**src/shared/dsra_defines.vh**
```
// Register addresses, field positions and codes of the drive status register bank
`ifndef DSRA_DEFINES_VH
`define DSRA_DEFINES_VH
`define DSRA_ADDR_STATE        15'h6500
`define DSRA_ADDR_MAIN_REF     15'h6501
`define DSRA_ADDR_MODEL        15'h6502
`define DSRA_ADDR_RUN_FREQ     15'h6505
`define DSRA_ADDR_SET_FREQ     15'h6515
`define DSRA_ADDR_RUNTYPE      15'h651f
`define DSRA_ADDR_FAULT3_FREQ  15'h6525
`define DSRA_ADDR_PHASE        15'h6528
`define DSRA_ADDR_FIRST        15'h6500
`define DSRA_ADDR_LAST         15'h6528
`define DSRA_WIDE_BIT          15
`define DSRA_CODE_LSB          8
`define DSRA_FAULT_BIT         5
`define DSRA_ALARM_BIT         6
`define DSRA_UNDERV_BIT        6
`define DSRA_CTRL_BIT          0
`define DSRA_RUN_BIT           1
`define DSRA_REV_BIT           2
`define DSRA_REF_BIT           3
`define DSRA_REACHED_BIT       4
`define DSRA_TYPE_LSB          0
`define DSRA_PHASE_LSB         2
`define DSRA_LIMIT_LSB         8
`define DSRA_DFAULT_BIT        12
`define DSRA_MODE_LSB          13
`define DSRA_FAMILY_WEIGHT     14'h0064
`define DSRA_SERIES_MAX        7'h63
`define DSRA_WORD_RESET        16'h0000
`define DSRA_MODEL_RESET       14'h0000
`define DSRA_MODEL_MAX         14'h270f
`define DSRA_EXC_NONE          8'h00
`define DSRA_EXC_FUNC          8'h01
`define DSRA_EXC_ADDR          8'h02
`define DSRA_EXC_VALUE         8'h03
`endif
```
**src/rtl/dsra_status_bank.v**
```verilog
// Read-only drive status register bank with 16/32-bit access decode
`timescale 1ns/1ps
`include "dsra_defines.vh"
// Function
// - Status parameters are read-only; writes to them are never accepted.
// - Model value: thousands/hundreds digits family, tens/units series, max 9999.
// - Main reference, run frequency, set frequency, third-fault frequency are 32-bit.
// - Word one bits 0-4: serial control, running, reverse, serial reference, reached.
// - Word one bit 5 fault present, bit 6 alarm present, bit 7 zero.
// - Word one bits 15-8 hold fault or alarm code, zero means none.
// - Word two bits 0-5 running type flags, bit 6 under-voltage.
// - Word two bit 7 and bits 8 upward are reserved, read zero.
// - Word three bits 1-0 reserved; bits 2-7 zero-speed through setting.
// - Word three bits 8-11 limiting, 12 fault, 13 speed, 14 torque, 15 position.
// - Start address bit 15 picks 32-bit access; bits 14-0 the parameter address.
// - In 32-bit access each parameter takes two consecutive 16-bit registers.
// - 32-bit access needs even register count; otherwise exception response.
// - Status words sit at 0x6500, 0x651f and 0x6528.
module dsra_status_bank #(
  parameter MAX_REGS = 16
) (
  input  wire        clk,
  input  wire        reset_n,
  input  wire        serial_ctrl_en,
  input  wire        running,
  input  wire        reverse,
  input  wire        serial_ref_en,
  input  wire        main_set_reached,
  input  wire        fault_present,
  input  wire        alarm_present,
  input  wire [7:0]  event_code,
  input  wire [5:0]  run_type,
  input  wire        under_voltage,
  input  wire [5:0]  motion_phase,
  input  wire [3:0]  limiting,
  input  wire        drive_fault,
  input  wire [2:0]  control_mode,
  input  wire [3:0]  family_digits,
  input  wire [6:0]  series_digits,
  input  wire [31:0] main_ref_value,
  input  wire [31:0] run_freq_value,
  input  wire [31:0] set_freq_value,
  input  wire [31:0] fault3_freq_value,
  input  wire        req_valid,
  input  wire        req_write,
  input  wire [15:0] req_start,
  input  wire [15:0] req_count,
  input  wire [15:0] req_index,
  output reg         resp_valid,
  output reg         resp_exception,
  output reg  [7:0]  resp_exc_code,
  output reg  [15:0] resp_data
);

  reg  [15:0] drive_state_flags;
  reg  [15:0] running_type_flags;
  reg  [15:0] motion_phase_flags;
  reg  [13:0] model_value;
  reg  [15:0] next_state_word;
  reg  [15:0] next_type_word;
  reg  [15:0] next_phase_word;
  reg         next_exception;
  reg  [7:0]  next_exc_code;
  reg  [15:0] next_data;
  wire [13:0] family_part;
  wire [6:0]  series_clamped;
  wire [13:0] next_model;
  wire [13:0] model_clamped;
  wire        wide_mode;
  wire [14:0] param_base;
  wire [14:0] param_addr;
  wire [15:0] param_offset;
  wire        index_low;
  wire        wide_param;
  wire        count_zero;
  wire        count_over;
  wire        count_odd;
  wire        count_bad;
  wire        below_bank;
  wire        above_bank;
  wire        in_range;
  wire [31:0] param_value;

  // Family in thousands/hundreds, series in tens/units; clamped so the value never passes 9999
  assign family_part    = `DSRA_FAMILY_WEIGHT * {10'h000, family_digits};
  assign series_clamped = (series_digits > `DSRA_SERIES_MAX) ?
                          `DSRA_SERIES_MAX : series_digits;
  assign next_model     = family_part + {7'h00, series_clamped};
  assign model_clamped  = (next_model > `DSRA_MODEL_MAX) ?
                          `DSRA_MODEL_MAX : next_model;

  // Reserved bits start at zero and are never set
  always @* begin
    next_state_word                       = `DSRA_WORD_RESET;
    next_state_word[`DSRA_CTRL_BIT]       = serial_ctrl_en;
    next_state_word[`DSRA_RUN_BIT]        = running;
    next_state_word[`DSRA_REV_BIT]        = reverse;
    next_state_word[`DSRA_REF_BIT]        = serial_ref_en;
    next_state_word[`DSRA_REACHED_BIT]    = main_set_reached;
    next_state_word[`DSRA_FAULT_BIT]      = fault_present;
    next_state_word[`DSRA_ALARM_BIT]      = alarm_present;
    next_state_word[15:`DSRA_CODE_LSB]    = event_code;
  end

  always @* begin
    next_type_word                        = `DSRA_WORD_RESET;
    next_type_word[`DSRA_TYPE_LSB +: 6]   = run_type;
    next_type_word[`DSRA_UNDERV_BIT]      = under_voltage;
  end

  always @* begin
    next_phase_word                       = `DSRA_WORD_RESET;
    next_phase_word[`DSRA_PHASE_LSB +: 6] = motion_phase;
    next_phase_word[`DSRA_LIMIT_LSB +: 4] = limiting;
    next_phase_word[`DSRA_DFAULT_BIT]     = drive_fault;
    next_phase_word[`DSRA_MODE_LSB +: 3]  = control_mode;
  end

  // Status sampled each cycle; reading never disturbs it
  always @(posedge clk or negedge reset_n) begin
    if (!reset_n) begin
      drive_state_flags  <= `DSRA_WORD_RESET;
      running_type_flags <= `DSRA_WORD_RESET;
      motion_phase_flags <= `DSRA_WORD_RESET;
      model_value        <= `DSRA_MODEL_RESET;
    end else begin
      drive_state_flags  <= next_state_word;
      running_type_flags <= next_type_word;
      motion_phase_flags <= next_phase_word;
      model_value        <= model_clamped;
    end
  end

  // Decode: which parameters carry 32-bit values
  function is_wide_param;
    input [14:0] addr;
    begin
      is_wide_param = (addr == `DSRA_ADDR_MAIN_REF) || (addr == `DSRA_ADDR_RUN_FREQ) ||
                      (addr == `DSRA_ADDR_SET_FREQ) || (addr == `DSRA_ADDR_FAULT3_FREQ);
    end
  endfunction

  function [31:0] param_read;
    input [14:0] addr;
    begin
      case (addr)
        `DSRA_ADDR_STATE:       param_read = {16'h0000, drive_state_flags};
        `DSRA_ADDR_RUNTYPE:     param_read = {16'h0000, running_type_flags};
        `DSRA_ADDR_PHASE:       param_read = {16'h0000, motion_phase_flags};
        `DSRA_ADDR_MODEL:       param_read = {18'h00000, model_value};
        `DSRA_ADDR_MAIN_REF:    param_read = main_ref_value;
        `DSRA_ADDR_RUN_FREQ:    param_read = run_freq_value;
        `DSRA_ADDR_SET_FREQ:    param_read = set_freq_value;
        `DSRA_ADDR_FAULT3_FREQ: param_read = fault3_freq_value;
        default:                param_read = 32'h00000000;
      endcase
    end
  endfunction

  assign wide_mode    = req_start[`DSRA_WIDE_BIT];
  assign param_base   = req_start[14:0];
  // Two protocol registers per parameter when wide
  assign param_offset = wide_mode ? {1'b0, req_index[15:1]} : req_index;
  assign param_addr   = param_base + param_offset[14:0];
  assign index_low    = req_index[0];
  assign wide_param   = is_wide_param(param_addr);
  // A bad count is refused before any address check
  assign count_zero   = (req_count == 16'h0000);
  assign count_over   = (req_count > MAX_REGS[15:0]);
  assign count_odd    = wide_mode && req_count[0];
  assign count_bad    = count_zero || count_over || count_odd;
  assign below_bank   = (param_addr < `DSRA_ADDR_FIRST);
  assign above_bank   = (param_addr > `DSRA_ADDR_LAST);
  assign in_range     = !below_bank && !above_bank;
  assign param_value  = param_read(param_addr);

  // Priority write, then count, then address; writes never reach any state
  always @* begin
    next_exception = 1'b0;
    next_exc_code  = `DSRA_EXC_NONE;
    next_data      = `DSRA_WORD_RESET;
    if (req_write) begin
      next_exception = 1'b1;
      next_exc_code  = `DSRA_EXC_FUNC;
    end else if (count_bad) begin
      next_exception = 1'b1;
      next_exc_code  = `DSRA_EXC_VALUE;
    end else if (!in_range) begin
      next_exception = 1'b1;
      next_exc_code  = `DSRA_EXC_ADDR;
    end else if (wide_mode) begin
      // High half first; 16-bit values widen with zeros since status words are unsigned
      if (index_low) begin
        next_data = param_value[15:0];
      end else if (wide_param) begin
        next_data = param_value[31:16];
      end
    end else begin
      // Narrow access to a wide value returns its low half only
      next_data = param_value[15:0];
    end
  end

  // One answer per request, a cycle later; fields hold until the next request
  always @(posedge clk or negedge reset_n) begin
    if (!reset_n) begin
      resp_valid     <= 1'b0;
      resp_exception <= 1'b0;
      resp_exc_code  <= `DSRA_EXC_NONE;
      resp_data      <= `DSRA_WORD_RESET;
    end else begin
      resp_valid <= req_valid;
      if (req_valid) begin
        resp_exception <= next_exception;
        resp_exc_code  <= next_exc_code;
        resp_data      <= next_data;
      end
    end
  end

endmodule // dsra_status_bank

```
**config.mk**
```make
export PLATFORM = sky130hd
export DESIGN_NAME = dsra_status_bank
export DESIGN_NICKNAME = d
export VERILOG_FILES = /design/src/rtl/dsra_status_bank.v
export VERILOG_INCLUDE_DIRS = /design/src /design/src/shared
export SDC_FILE = /design/constraint.sdc
export NUM_CORES = 1
export LEC_CHECK = 0
export ABC_AREA = 1
export ABC_CLOCK_PERIOD_IN_PS = 1900
export BUFFER_PORTS_ARGS = -buffer_cell sky130_fd_sc_hd__buf_2
export CAP_MARGIN = 20
export CORE_AREA = 2 2 109 111
export CTS_BUF_LIST = sky130_fd_sc_hd__clkbuf_8
export CTS_CLUSTER_DIAMETER = 80
export DETAILED_ROUTE_END_ITERATION = 8
export DIE_AREA = 0 0 111 113
export GPL_TIMING_DRIVEN = 1
export HOLD_SLACK_MARGIN = 0.06
export PLACE_DENSITY = 0.92
export SLEW_MARGIN = 20
export SYNTH_ARGS = -nofsm -noshare
export SYNTH_HDL_FRONTEND = slang
export SYNTH_SLANG_ARGS = --single-unit
```
**constraint.sdc**
```tcl
create_clock -name clk -period 1.9 [get_ports clk]
set_clock_uncertainty 0.15 [all_clocks]
set_input_delay 0.19 -clock clk [delete_from_list [all_inputs] [get_ports clk]]
set_output_delay 0.19 -clock clk [all_outputs]
set_load 0.05 [all_outputs]
```
==> results.txt, run 1 <==
----------------------------------------------------
[CTS]
  Clock net sink count ... 68
  Clock Tree Buf Depth ... 2
  Htree depth ... 3
  Number of buffers created by CTS ... 9
  Root buf cell ... sky130_fd_sc_hd__clkbuf_8

[Global routing]
  All-layer global routing usage ... between 70% and 80%
  Aggregate global routing overflow ... 28
  Pin count of the biggest net entering global routing ... 69

[Yosys]
  Most used standard cells in the synthesized netlist ... sky130_fd_sc_hd__nand2_1 (278), sky130_fd_sc_hd__nand4_1 (124), sky130_fd_sc_hd__nand3_1 (94)
  Sequential cell area fraction in the yosys report ... 27.68%
  Post-Syn Instances ... 924
  Number of synthesized register bits ... 68
  Synth Area per Inst ... 6.653 µm²
  Synth top area cells ... sky130_fd_sc_hd__dfrtp_1 (28%), sky130_fd_sc_hd__nand2_1 (17%), sky130_fd_sc_hd__nand4_1 (13%), sky130_fd_sc_hd__nand3_1 (7.7%), sky130_fd_sc_hd__ha_1 (5.9%)
  YS warnings ... 0
  Netlist Area Pre-Place ... 6147 µm²
  Synth Flop Type ... sky130_fd_sc_hd__dfrtp_1
  Fraction of synthesized cell area taken by the top area cell type ... around 28%
  Largest area contributor in the synthesized netlist ... sky130_fd_sc_hd__dfrtp_1
  Number of flops mapped to enable cells by yosys ... 0
  Count leader, synth ... sky130_fd_sc_hd__nand2_1
  Number of distinct library cell variants in the gate-level netlist after synthesis ... 40
  Fraction of registers with async set or reset after synthesis ... 100.0%

[Placed design]
  Dpl cells ... about 1400
  Input/output buffers ... about 250
  Final RePlAce weighted congestion ... around 0.93
  DP HPWL ... around 17 mm

[Die]
  Top Ports ... between 200 and 300
  Width of the die ... 111 µm
  Height of the chip ... about 110 µm
  Site row count ... 39
  Initial core utilization ... 54.53%

[Run status]
  Stage at which the flow ended ... global routing (5_1_grt)
  First error in the log ... [ERROR GRT-0232] Routing congestion too high. Check the congestion heatmap in the GUI.
  Run status ... aborted with a tool error

[Timing]
  Worst_ep kind ... register data pin
  Worst Endpoint after GRT Repair ... resp_data[13]$_DFFE_PN0P_/D

----------------------------------------------------
==> per-layer routing <==
| layer | global-route usage [%] | overflow |
|---|---|---|
| met1 | 73.13 | 0 |
| met3 | 61.65 | 0 |
| met2 | 96.28 | 16 |
| met4 | 87.75 | 12 |
| met5 | 16.08 | 0 |
==> timing repair <==
item                                   in CTS
hold buffers                               42
pin swaps                                  21
setup buffers                              30
gates cloned                               11
endpoints found under the hold margin     111
gates resized for setup                    77
setup endpoints to repair                  18
==> through the flow <==
stage | area [µm²] | utilization [%] | hold slack [ns] | setup WS, ns
floorplan | 6276 | - | -0.2556 | -1.046
CTS | 9567 | 84.87 | 0.09038 | -0.7433
detailed placement | 8073 | 71.62 | 0.07810 | -1.416
global placement | 8073 | 71.62 | 0.07692 | -1.302
==> logic make-up after synthesis <==
family                     count (synthesis)  synth area share [%]
adders and majority gates                 32                 6.880
AOI/OAI and AO/OA                         40                 3.501
DFF                                       68                 27.68
and+or+nand+nor                          610                 47.34
other                                      1               0.06100
xor gates and xnor gates                  13                 1.852
buffers and inverters                    160                 12.68
==> run 2, diff against run 1 <==
CORE_AREA = 2 2 127 129   (was 2 2 109 111)
CTS_BUF_LIST = not set   (was sky130_fd_sc_hd__clkbuf_8)
CTS_CLUSTER_DIAMETER = not set   (was 80)
DIE_AREA = 0 0 129 131   (was 0 0 111 113)
HOLD_SLACK_MARGIN = not set   (was 0.06)
PLACE_DENSITY = not set   (was 0.92)
PLACE_DENSITY_LB_ADDON = 0.15   (was not set)
==> results.txt, run 2 <==
----------------------------------------------------
[Layout]
  # nets final ... between 1500 and 2000
  Fraction of final layout cells sized beyond drive strength 1 ... a little over 40%
  Post-layout instance count excluding filler cells ... 1520
  End-of-flow core utilization ... 63.58%
  Most common cell after layout, fill and taps aside ... sky130_fd_sc_hd__buf_2
  Number of flip-flops under the largest register name ... 16
  Layout overhead on the synthesized area ... 61.33%
  Top reg by flops ... resp_data
  Registers with the most flip-flops ... resp_data: 16 flops, drive_state_flags: 15 flops, motion_phase_flags: 14 flops
  Leading cell types in the layout, fill and taps excluded ... sky130_fd_sc_hd__buf_2 (245), sky130_fd_sc_hd__nand2_1 (244), sky130_fd_sc_hd__nand4_1 (124)

[Die]
  Site row count ... 46 (+18%)
  Initial core utilization ... 39.41% (-15 points)
  Height of the chip ... 131 µm (+16%)
  Top Ports ... 253 (unchanged)
  Width of the die ... 129 µm (+16%)
  Placeable core region ... 15600 µm²
  DIE AREA ... around 17000 µm²

[Timing]
  Unrepaired setup endpoints after global routing ... yes
  Minimum setup slack in the final design ... -0.9882 ns
  Count of final max-slew check failures ... 0
  Tightest hold margin ... 0.06818 ns
  Number of failing setup endpoints in the final timing report ... 18
  Post-route clock period utilization ... 152.0%
  Setup tns final ... -15.75 ns
  Final critical-path required period ... 2.888 ns
  Final-report hold violation count ... 0
  Maximum frequency from static timing analysis ... around 350 MHz

[Global routing]
  Wire length of the first global-routing pass ... about 33 mm
  Via count of the first global-routing pass ... between 6000 and 7000
  All-layer global routing usage ... between 20% and 30%
  Initial antenna violation count ... 1
  Pin count of the biggest net entering global routing ... roughly 70
  Aggregate global routing overflow ... 0

[Route]
  DRT antenna net count ... 0
  Pre-Repair DR Iteration Count ... 5
  Total vias in the final route ... around 7800
  Routed length per placed instance ... 14.95 µm
  Detailed-route DRC error count ... 0
  Post-detailed-route via-to-cell ratio ... a little over 5
  Total routed wirelength ... roughly 23 mm
  Drt initial violations ... approximately 500

[Placed design]
  Dpl cells ... 1431 (+5.8%)
  Input/output buffers ... 246 (unchanged)
  Final RePlAce weighted congestion ... 0.8712 (-6.4%)
  Post-placement worst setup slack ... -1.433 ns (-0.01666 ns)
  DP HPWL ... 16.43 mm (-0.79%)

[Critical path]
  Top delay family on crit path ... simple AND/OR/NAND/NOR gates
  Worst endpoint required time ... about 2.0 ns
  Data arrival, critical path ... about 3.0 ns
  Crit path buf inv count ... 6
  Critical path launch point type ... input port
  Most repeated library cell on the critical path ... sky130_fd_sc_hd__nand2_1
  Largest stage delay on the critical path ... 0.36 ns
  Category of the critical setup timing path ... input port to flop
  Max FO, Critical Path ... 32
  Slowest cell on crit path ... sky130_fd_sc_hd__fa_2
  Kind of end point of the critical path ... flop

[Yosys]
  Number of flops mapped to enable cells by yosys ... 0 (unchanged)
  Synth top area cells ... sky130_fd_sc_hd__dfrtp_1 (28%), sky130_fd_sc_hd__nand2_1 (17%), sky130_fd_sc_hd__nand4_1 (13%), sky130_fd_sc_hd__nand3_1 (7.7%), sky130_fd_sc_hd__ha_1 (5.9%)
  Synth Flop Type ... sky130_fd_sc_hd__dfrtp_1
  Largest area contributor in the synthesized netlist ... sky130_fd_sc_hd__dfrtp_1
  Number of synthesized register bits ... 68 (unchanged)
  Netlist Area Pre-Place ... 6147 µm² (unchanged)
  Fraction of synthesized cell area taken by the top area cell type ... 27.68% (unchanged)
  Count leader, synth ... sky130_fd_sc_hd__nand2_1
  Fraction of registers with async set or reset after synthesis ... 100.0% (unchanged)
  Sequential cell area fraction in the yosys report ... 27.68% (unchanged)
  Most used standard cells in the synthesized netlist ... sky130_fd_sc_hd__nand2_1 (278), sky130_fd_sc_hd__nand4_1 (124), sky130_fd_sc_hd__nand3_1 (94)
  Post-Syn Instances ... 924 (unchanged)
  Number of distinct library cell variants in the gate-level netlist after synthesis ... 40 (unchanged)
  YS warnings ... 0 (unchanged)
  Synth Area per Inst ... 6.653 µm² (unchanged)

[CTS]
  Clock latency reported for the late side of the worst-skew pair ... about 0.34 ns
  CTS clock-pin slew for the worst setup and hold paths ... around 0.06 ns
  Number of buffers created by CTS ... 9 (unchanged)
  CTS tree ... done
  Clock Tree Buf Depth ... 2 (unchanged)
  Root buf cell ... sky130_fd_sc_hd__clkbuf_16
  Htree depth ... 3 (unchanged)
  Clock net sink count ... 68 (unchanged)

[Pwr]
  Power density normalized to cell area ... between 500 and 600 nW/µm²
  Leakage power of the design ... 5.366 nW
  Maximum ir drop on the vdd rail ... 0.0005168 V

[Run status]
  Violations in the final reports ... setup timing
  Run status ... complete, but fails checks

[Min path]
  Path type of the worst min-delay path ... input port to flop

[Run]
  Count of maximum capacitance violations ... 0

----------------------------------------------------
-- run 2: path summary, 6_finish.rpt --
path / from / to / slack, ns / cells past startpoint
setup / recovery: req_start[15] / resp_data[2] / -0.99 / 25
hold / removal: req_write / resp_exc_code[1] / 0.07 / 3
setup reg to reg: motion_phase_flags[2] / resp_data[2] / 0.58 / 8
hold reg to reg: resp_data[7] / resp_data[7] / 0.32 / 2
max in group asynchronous: reset_n / model_value[0] / 1.02 / 3
min in group asynchronous: reset_n / resp_data[7] / 0.24 / 3
-- run 2: where the power goes --
part | internal, mW | leakage, nW | switching (mW)
logic | 1.00 | 4.39 | 1.13
registers | 1.54 | 0.827 | 0.0469
clock network | 1.06 | 0.146 | 0.688
total | 3.61 | 5.37 | 1.86
-- run 2: layer usage --
metal / GRT usage (%) / vias up / share of wire, %
met5: 0 / - / 0
met2: 43.36 / 357 / 49
met4: 7.864 / 0 / 2.3
met1: 31.76 / 3565 / 42
li1: - / 3828 / -
met3: 4.031 / 52 / 6.9
-- run 2: final cells by class --
type                    count  area (µm²)
fillers                  1394        5680
clock buffers              10       239.0
flip-flops and latches     68        1702
well taps                 216       270.3
inverters                 101       381.6
clock inverters             6       71.32
multi-input cells         701        4141
repair buffers            416        3107
diodes                      2       5.005
-- run 2: logic make-up after synthesis --
logic type / Yosys count / share of synthesized area [%]
DFF: 68 / 27.68
adders and majority gates: 32 / 6.880
AOI/OAI and AO/OA: 40 / 3.501
other: 1 / 0.06100
buffers and inverters: 160 / 12.68
xor gates and xnor gates: 13 / 1.852
and+or+nand+nor: 610 / 47.34
-- run 2: repair_timing --
action	4_1_cts	5_1_grt
hold buffers	40	0
endpoints found under the hold margin	109	0
endpoints found under the setup margin	18	18
setup buffers	14	5
gates resized for setup	50	83
cloned	6	7
pin swaps	22	28
-- run 2: metrics by stage --
stage	instance area, µm²	power (mW)
final	9917	5.477
after global routing	9915	5.773
after CTS	9425	5.256
after detailed placement	8259	3.275
after global placement	8259	3.267
after floorplan	6276	2.568
-- run 2: worst reg2reg max path: cells and delay by family, from the launching register on --
kind             cells  cell delay (ns)
DFF                  1             0.39
and+or+nand+nor      8             0.68
Note: power is estimated with default switching activity, not from simulation.
